[config.mk]
export PLATFORM = sky130hd
export DESIGN_NAME = besm_monitor
export DESIGN_NICKNAME = d
export VERILOG_FILES = /design/src/rtl/besm_pkg.sv /design/src/rtl/besm_monitor.sv
export SDC_FILE = /design/constraint.sdc
export NUM_CORES = 2
export LEC_CHECK = 0
export BUFFER_PORTS_ARGS = -buffer_cell sky130_fd_sc_hd__buf_2
export CORE_MARGIN = 1
export CORE_UTILIZATION = 42
export CTS_BUF_LIST = sky130_fd_sc_hd__clkbuf_4 sky130_fd_sc_hd__clkbuf_8
export DETAILED_ROUTE_END_ITERATION = 8
export RECOVER_POWER = 100
export SETUP_SLACK_MARGIN = 0.1
export SYNTH_ARGS = -nofsm -noshare
export SYNTH_HDL_FRONTEND = slang
export SYNTH_SLANG_ARGS = --single-unit
[constraint.sdc]
create_clock -name clk_i -period 8 [get_ports clk_i]
set_input_delay 0.4 -clock clk_i [delete_from_list [all_inputs] [get_ports clk_i]]
set_output_delay 0.4 -clock clk_i [all_outputs]
set_load 0.02 [all_outputs]
[src/rtl/besm_pkg.sv]
package besm_pkg;

    // Register offsets on the fieldbus
    localparam logic [15:0] ADDR_CURRENT_EXCITE_AMPLITUDE   = 16'h002a;
    localparam logic [15:0] ADDR_INJECTION_POINT_SELECT     = 16'h002c;
    localparam logic [15:0] ADDR_OVERCURRENT_DURATION_LIMIT = 16'h0510;
    localparam logic [15:0] ADDR_OVERCURRENT_THRESHOLD      = 16'h0512;

    // Currents in mA, times in ms
    localparam logic signed [31:0] CURRENT_EXCITE_RESET = 32'sh000000c8;
    localparam logic [7:0]         INJECT_RESET         = 8'h00;
    localparam logic [31:0]        LIMIT_RESET          = 32'h00000000;
    localparam logic signed [31:0] THRESH_RESET         = 32'sh00000000;
    localparam logic [31:0]        LIMIT_MIN_MS         = 32'h00000001;
    localparam logic [31:0]        LIMIT_MAX_MS         = 32'h0000ea60;
    localparam logic signed [31:0] THRESH_MIN_MA        = 32'sh00000001;

    localparam logic [7:0] INJECT_NONE     = 8'h00;
    localparam logic [7:0] INJECT_CURRENT  = 8'h01;
    localparam logic [7:0] INJECT_VELOCITY = 8'h02;

    localparam logic [7:0] MODE_PRB       = 8'h01;
    localparam logic [7:0] MODE_STABILITY = 8'h05;

    localparam logic [7:0] FAULT_INSTABILITY = 8'h85;

    // Drive samples per millisecond (16 kHz sample rate)
    localparam int unsigned SAMPLE_RATE_HZ = 16000;
    localparam int unsigned MS_PER_S       = 1000;
    localparam logic [31:0] SAMPLES_PER_MS = 32'(SAMPLE_RATE_HZ / MS_PER_S);

    // Waveform is Q1.15, full scale means one peak amplitude
    localparam int unsigned WAVE_FRAC = 15;

    typedef struct packed {
        logic [15:0] addr;
        logic [31:0] wdata;
        logic        we;
        logic        re;
    } besm_reg_req_s;

    typedef struct packed {
        logic [31:0] rdata;
        logic        rvalid;
    } besm_reg_rsp_s;

    typedef struct packed {
        logic signed [31:0] current_amp;
        logic [7:0]         inject;
        logic [31:0]        limit_ms;
        logic signed [31:0] thresh;
        logic [31:0]        over_count;
        logic [7:0]         mode_prev;
        logic               fault;
        logic [7:0]         fault_code;
        logic signed [31:0] peak_amp;
        logic signed [31:0] current_cmd_out;
        logic               inj_current;
        logic               inj_velocity;
        besm_reg_rsp_s      rsp;
    } besm_state_s;

endpackage

[src/rtl/besm_monitor.sv]
// Behaviour
// - Current amplitude is peak when current-loop injection
// - Mode 1, inject 1: scale added current
// - Amplitude defaults 0.2 A, clamped to limit
// - Mode 5 accumulates time above threshold
// - Count reaching limit raises fault 133
// - Duration limit in ms, 1 to 60000
// - Threshold in mA, 1 to lower peak
// - Fault time scales with duration limit
// - Injection select 0/1/2, others refused
// - Peak amplitude chosen by injection select
`timescale 1ns/10ps
module besm_monitor (
    input  wire logic                    clk_i,
    input  wire logic                    resetn_i,
    input  wire besm_pkg::besm_reg_req_s reg_req_i,
    output besm_pkg::besm_reg_rsp_s      reg_rsp_o,
    input  wire logic [7:0]              excite_mode_i,
    input  wire logic                    sample_tick_i,
    input  wire logic signed [15:0]      excite_wave_i,
    input  wire logic signed [31:0]      velocity_excite_amplitude_i,
    input  wire logic signed [31:0]      commanded_current_i,
    input  wire logic signed [31:0]      combined_current_limit_i,
    input  wire logic signed [31:0]      drive_peak_current_i,
    input  wire logic signed [31:0]      motor_peak_current_i,
    input  wire logic                    fault_clear_i,
    output logic signed [31:0]           peak_amplitude_o,
    output logic signed [31:0]           current_cmd_o,
    output logic                         inject_current_o,
    output logic                         inject_velocity_o,
    output logic                         instability_fault_o,
    output logic [7:0]                   fault_code_o,
    output logic [31:0]                  overcurrent_count_o
);
    import besm_pkg::*;

    besm_state_s s_q;
    besm_state_s s_d;

    logic signed [31:0] peak_min;
    logic signed [31:0] neg_limit;
    logic signed [31:0] wdata_s;
    logic signed [31:0] cmd_abs;
    logic signed [47:0] product;
    logic [31:0]        limit_samples;
    logic               over;

    always_comb begin
        peak_min      = (drive_peak_current_i < motor_peak_current_i) ?
                        drive_peak_current_i : motor_peak_current_i;
        neg_limit     = -combined_current_limit_i;
        wdata_s       = reg_req_i.wdata;
        cmd_abs       = commanded_current_i[31] ? -commanded_current_i : commanded_current_i;
        product       = s_q.current_amp * excite_wave_i;
        limit_samples = s_q.limit_ms * SAMPLES_PER_MS;
        over          = cmd_abs > s_q.thresh;

        s_d            = s_q;
        s_d.rsp.rvalid = 1'b0;
        s_d.mode_prev  = excite_mode_i;

        if (reg_req_i.we) begin
            unique case (reg_req_i.addr)
                ADDR_CURRENT_EXCITE_AMPLITUDE: begin
                    // Out-of-range writes saturate rather than being refused
                    if (wdata_s > combined_current_limit_i) begin
                        s_d.current_amp = combined_current_limit_i;
                    end else if (wdata_s < neg_limit) begin
                        s_d.current_amp = neg_limit;
                    end else begin
                        s_d.current_amp = wdata_s;
                    end
                end
                ADDR_INJECTION_POINT_SELECT: begin
                    if (reg_req_i.wdata[7:0] <= INJECT_VELOCITY &&
                        reg_req_i.wdata[31:8] == 24'h000000) begin
                        s_d.inject = reg_req_i.wdata[7:0];
                    end
                end
                ADDR_OVERCURRENT_DURATION_LIMIT: begin
                    if (reg_req_i.wdata < LIMIT_MIN_MS) begin
                        s_d.limit_ms = LIMIT_MIN_MS;
                    end else if (reg_req_i.wdata > LIMIT_MAX_MS) begin
                        s_d.limit_ms = LIMIT_MAX_MS;
                    end else begin
                        s_d.limit_ms = reg_req_i.wdata;
                    end
                end
                ADDR_OVERCURRENT_THRESHOLD: begin
                    if (wdata_s < THRESH_MIN_MA) begin
                        s_d.thresh = THRESH_MIN_MA;
                    end else if (wdata_s > peak_min) begin
                        s_d.thresh = peak_min;
                    end else begin
                        s_d.thresh = wdata_s;
                    end
                end
                default: begin
                end
            endcase
        end

        if (reg_req_i.re) begin
            s_d.rsp.rvalid = 1'b1;
            unique case (reg_req_i.addr)
                ADDR_CURRENT_EXCITE_AMPLITUDE:   s_d.rsp.rdata = s_q.current_amp;
                ADDR_INJECTION_POINT_SELECT:     s_d.rsp.rdata = {24'h000000, s_q.inject};
                ADDR_OVERCURRENT_DURATION_LIMIT: s_d.rsp.rdata = s_q.limit_ms;
                ADDR_OVERCURRENT_THRESHOLD:      s_d.rsp.rdata = s_q.thresh;
                default:                         s_d.rsp.rdata = 32'h00000000;
            endcase
        end

        s_d.inj_current  = (s_q.inject == INJECT_CURRENT);
        s_d.inj_velocity = (s_q.inject == INJECT_VELOCITY);
        unique case (s_q.inject)
            INJECT_CURRENT:  s_d.peak_amp = s_q.current_amp;
            INJECT_VELOCITY: s_d.peak_amp = velocity_excite_amplitude_i;
            default:         s_d.peak_amp = 32'sh00000000;
        endcase

        if (excite_mode_i == MODE_PRB && s_q.inject == INJECT_CURRENT) begin
            s_d.current_cmd_out = commanded_current_i + product[WAVE_FRAC +: 32];
        end else begin
            s_d.current_cmd_out = commanded_current_i;
        end

        // A zero limit (reset default) leaves the monitor unarmed
        if (excite_mode_i != MODE_STABILITY) begin
            s_d.over_count = 32'h00000000;
        end else if (sample_tick_i && over && s_q.over_count < limit_samples) begin
            s_d.over_count = s_q.over_count + 32'h00000001;
        end

        if (fault_clear_i) begin
            s_d.fault = 1'b0;
        end
        // Set after clear so a coincident event is not lost
        if (excite_mode_i == MODE_STABILITY && s_q.limit_ms != LIMIT_RESET &&
            s_q.over_count >= limit_samples) begin
            s_d.fault      = 1'b1;
            s_d.fault_code = FAULT_INSTABILITY;
        end
        if (!s_d.fault) begin
            s_d.fault_code = 8'h00;
        end
    end

    always_ff @(posedge clk_i or negedge resetn_i) begin
        if (!resetn_i) begin
            s_q                 <= '0;
            s_q.current_amp     <= CURRENT_EXCITE_RESET;
            s_q.inject          <= INJECT_RESET;
            s_q.limit_ms        <= LIMIT_RESET;
            s_q.thresh          <= THRESH_RESET;
        end else begin
            s_q <= s_d;
        end
    end

    assign reg_rsp_o           = s_q.rsp;
    assign peak_amplitude_o    = s_q.peak_amp;
    assign current_cmd_o       = s_q.current_cmd_out;
    assign inject_current_o    = s_q.inj_current;
    assign inject_velocity_o   = s_q.inj_velocity;
    assign instability_fault_o = s_q.fault;
    assign fault_code_o        = s_q.fault_code;
    assign overcurrent_count_o = s_q.over_count;

endmodule

## Word-level counts from Yosys, hierarchy flattened

Index checks and enable logic that the tools add are counted.

| storage, ports and cells | value |
|---|---|
| register bits after elaboration | 244 |
| input port bits | 238 |
| output and inout bits | 140 |
| logic and storage cells | 69 |

| operators by class | value |
|---|---|
| $add $sub $neg | 4 |
| $mul | 1 |
| order comparisons | 11 |
| eq/ne operators | 10 |
| mux-type cells | 17 |
| reductions and logical operators | 13 |

Operator list:

| kind | number |
|---|---|
| $mux 32 | 11 |
| $pmux 32 s4 | 1 |
| $gt 32x32->1 | 3 |
| $lt 32x32->1 | 3 |
| $neg 32->32 | 2 |
| $pmux 32 s2 | 1 |
| $mul 32x16->47 | 1 |
| $add 32x1->32 const B | 1 |
| $add 32x32->32 | 1 |
| $eq 16x11->1 const B | 2 |
| $eq 16x6->1 const B | 2 |
| $ge 32x32->1 | 1 |
| $gt 32x16->1 const B | 1 |
| $lt 32x1->1 const B | 1 |
| $lt 32x2->1 const B | 1 |
| $reduce_bool 32->1 | 1 |
| $logic_not 24->1 | 1 |
| $eq 8x1->1 const B | 2 |
| $mux 9 | 1 |
| $eq 8x2->1 const B | 1 |
| $eq 8x3->1 const B | 1 |
| $le 8x2->1 const B | 1 |
| $mux 8 | 1 |
| $ne 8x3->1 const B | 1 |
| 6 further kinds | 14 |

## Logic depth before layout (Yosys ltp)

| logic depth | value |
|---|---|
| depth in word-level cells | 7 |
| gate-level depth with buffers | 37 |
| mapped depth without buffers | 35 |

## Worst setup path before layout

Ideal clock, no wire load.

| timing path | value |
|---|---|
| path type | register to register |
| start point | register s_q[226] (netlist name) |
| end point | register s_q, in the netlist current_cmd_o[29] |
| setup time | 136 ps |
| arrival time | 8538 ps |
| required time | 7864 ps |
| setup slack | -674 ps |
| cell stages (with the launch flop) | 36 |
| buffers on the path | 2 |
| clock period less this slack | 8674 ps |
| path through | dfstp_2 clkbuf_1 clkbuf_1 and2_1 fa_1 inv_1 fa_1 fa_1 inv_1 fa_1 fa_1 inv_1 fa_1 inv_1 ha_1 and3_1 a221o_1 a311oi_1 a21boi_0 or3_1 a21o_1 and2_1 o21a_1 nor3_1 nor2_1 ha_1 and3_1 nand2_1 o211ai_1 o2111ai_1 a211oi_1 or3_1 a21o_1 a21oi_1 xor2_1 o21ai_0 |

RTL lines:

| what | RTL line | text |
|---|---|---|
| from (decl) | besm_monitor.sv:37 | `besm_state_s s_q;` |

==> results.yml <==
critical_path:
  worstPathRequired_ns: 8.53
  reg2regPathDepth: 39
  critPathKind: "flip-flop to flip-flop"
  end_kind: "flip-flop"
  worstPathMaxFanout: 5
  slowest_stage: "fa_1"
  r2r-end: "current_cmd_o[29]"
  critPathBufInv: 10
  start_kind: "flip-flop"
  critPathMostFrequentCell: "fa_1"
  path_delay_family: "adder cells"
  regToRegSetupSlack_ns: -0.27
  crit_path_max_incr_delay_ns: 0.54
  crit_arrival_ns: 8.80
  rr_startpoint: "s_q[226]"
layout:
  fin_cells: 5819
  drive_above_1_share: 0.175
  fin_util: 0.497
  area_growth_pct: 16.6
  nNetsFinal: 5680
  stdcell_area_sq_um: 42500
floorplanning:
  ioPinCount: 378
  fp.dieH_um: 297
  core-area_sq_um: 85500
  start_util: 0.426
  die-area_sq_um: 88000
  fp.dieW_um: 297
  placementRows: 107
drt:
  drc_errors: 2
  viasPerCell: 5.28
  drtPass1Iterations: 9
  first_iter_violations: 2050
  num_vias: 30716
  ant_nets: 0
  avgRoutedWirePerCell_um: 20.6
  routed_wl_um: 120000
run:
  cap_violations: 10
timing:
  rsz0062_at_grt: "true"
  holdWs_ns: 0.0326
  hold_violations: 0
  worst_pin_slew_ns: 6.39
  fin_crit_ns: 8.27
  slew_violations: 351
  fmax_ghz: 0.121
  setup_violations: 13
  fin_ws_ns: -0.270
  finalCritPeriodShare: 1.03
  slew_headroom: -3.26
  fin_tns_setup_ns: -2.19
  fin_skew_ns: 0.0396
placed_design:
  dpl-instance-area_sq_um: 40700
  port_buffers: 372
  dp_cells: 5664
  hpwl_um: 101000
  dp_slack_ns: -0.607
  gp_congestion: 0.932
synth:
  yosys_warnings: 0
  avgSynthCellArea_sq_um: 8.78
  synth_edf_count: 0
  synth_cell_types: 79
  synth-seq-area-share: 0.163
  ys_async_sr_fraction: 1.00
  synth_area_sq_um: 36500
  synth_cells: 4152
  synth_ff_type: "dfrtp_1"
  ys_seq_elements: 237
clocking:
  numClockSinks: 237
  clk_latency_ns: 0.68
  cts_buffers: 48
  htree_num_levels: 2
  clkTransAtPathRegs_ns: 0.07
  root_buffer: "clkbuf_8"
  cts_tree: "built"
  clk_path_buf_depth: 3
global_route:
  grt_pass1_vias: 31829
  grt_util_all_layers: 0.282
  grt-ovfl-total: 0
  grt_max_degree: 129
  antenna_found_initial: 27
  grt_pass1_wl_um: 188000
hold_path:
  hp-class: "input pin to flip-flop"
  hold_end: "current_cmd_o[30]"
  whs_path_depth: 3
  hp-start: "commanded_current_i[30]"
pwr:
  p_per_area_nw_per_um2: 89.0
  leakagePower_nw: 21.2
  p_total_mw: 3.78
  ir_drop_v: 0.000119
outcome:
  violations: "design-rule violations, max-capacitance violations, max-slew violations, negative setup slack"
  status: "complete, but fails checks"
## worst max-delay path by stage
stage / startpoint / cells past startpoint / end / slack [ns]
2_1_floorplan: s_q[226] / 35 / current_cmd_o[31] / -0.05
5_1_grt: s_q[226] / 33 / current_cmd_o[31] / -0.56
3_3_place_gp: excite_wave_i[6] / 37 / current_cmd_o[29] / -0.58
3_5_place_dp: excite_wave_i[6] / 37 / current_cmd_o[29] / -0.61
4_1_cts: s_q[226] / 40 / current_cmd_o[29] / -0.29
6_report: s_q[226] / 39 / current_cmd_o[29] / -0.27
## sequential cells by signal (all words and copies together), names as in the netlist
signal and count:
current_cmd_o 32, fault_code_o 1, inject_current_o 1, inject_velocity_o 1
instability_fault_o 1, overcurrent_count_o 32, peak_amplitude_o 32, reg_rsp_o 33
s_q 104
## timing repair
item                                    4_1_cts  5_1_grt
endpoints found under the hold margin       134        0
gates resized for setup                      80       58
hold buffers                                 26        0
setup buffers                                20       12
endpoints found under the setup margin       21       24
pin swaps                                    70       47
## cell type report
class                   count  area, sq um
fillers                  8304        43000
inverters                 772         2900
flip-flops and latches    237         5950
repair buffers            742         4690
clock inverters            13          220
multi-input cells        2827        26400
clock buffers              73          923
well taps                1144         1430
diodes                     11         27.5
## cells by family after synthesis
group / after synthesis / synth area share
XOR/XNOR: 127 / 0.0309
adder cells (fa/ha/maj): 814 / 0.378
other: 1 / 0.000103
AO/OA/AOI/OAI: 679 / 0.124
flip-flops: 237 / 0.163
multiplexers: 97 / 0.0270
AND/OR/NAND/NOR: 1105 / 0.150
buffers and inverters: 1092 / 0.127
## power by group
part           internal [mW]  switching (mW)
Clock                  0.904           0.638
Combinational          0.438           0.590
Sequential              1.21         0.00477
## cell usage in the layout (no fill, tap or decap), types with 35 or more instances in the layout
cell / instances
inv_1: 758
fa_1: 469
nand2_1: 455
ha_1: 323
buf_4: 303
buf_2: 231
dfrtp_1: 225
and2_1: 186
o21ai_0: 161
clkbuf_1: 152
nor2_1: 121
a21oi_1: 114
a21o_1: 91
xnor2_1: 89
mux2i_1: 86
clkbuf_8: 60
nand4_1: 55
nand3_1: 44
o22ai_1: 35
## synthesized netlist by cell type, types with 14 or more instances
cell | count | share of area
a21o_1 | 91 | 0.019
a21oi_1 | 130 | 0.018
a222oi_1 | 24 | 0.0066
a22o_1 | 33 | 0.0079
a22oi_1 | 31 | 0.0064
and2_1 | 204 | 0.035
buf_2 | 14 | 0.0019
buf_4 | 137 | 0.028
clkbuf_1 | 166 | 0.017
dfrtp_1 | 234 | 0.16
fa_1 | 480 | 0.26
ha_1 | 334 | 0.11
inv_1 | 772 | 0.079
mux2i_1 | 86 | 0.024
nand2_1 | 460 | 0.047
nand2b_1 | 28 | 0.0048
nand3_1 | 48 | 0.0066
nand4_1 | 55 | 0.0094
nor2_1 | 127 | 0.013
nor2b_1 | 22 | 0.0038
nor3_1 | 30 | 0.0041
nor4_1 | 28 | 0.0048
o21a_1 | 26 | 0.0054
o21ai_0 | 167 | 0.023
o22ai_1 | 35 | 0.0060
o31ai_1 | 24 | 0.0049
or3_1 | 20 | 0.0034
or4_1 | 20 | 0.0041
xnor2_1 | 93 | 0.022
xor2_1 | 33 | 0.0079
## routing by layer
layer  global-route usage  share of wire  routed length, um  vias up
met1                0.378           0.42              51000    15113
met2                0.438           0.45              53600     1072
met3               0.0802          0.093              11200      223
met4               0.0910          0.035               4200       22
met5                    0         0.0012                140        -
li1                     -              -                  -    14286
## worst min-delay path: stages
cell,delay [ns]
buf_2,0.14
nand2_1,0.06
o21ai_1,0.06
Power figures use the tool's default switching activity.
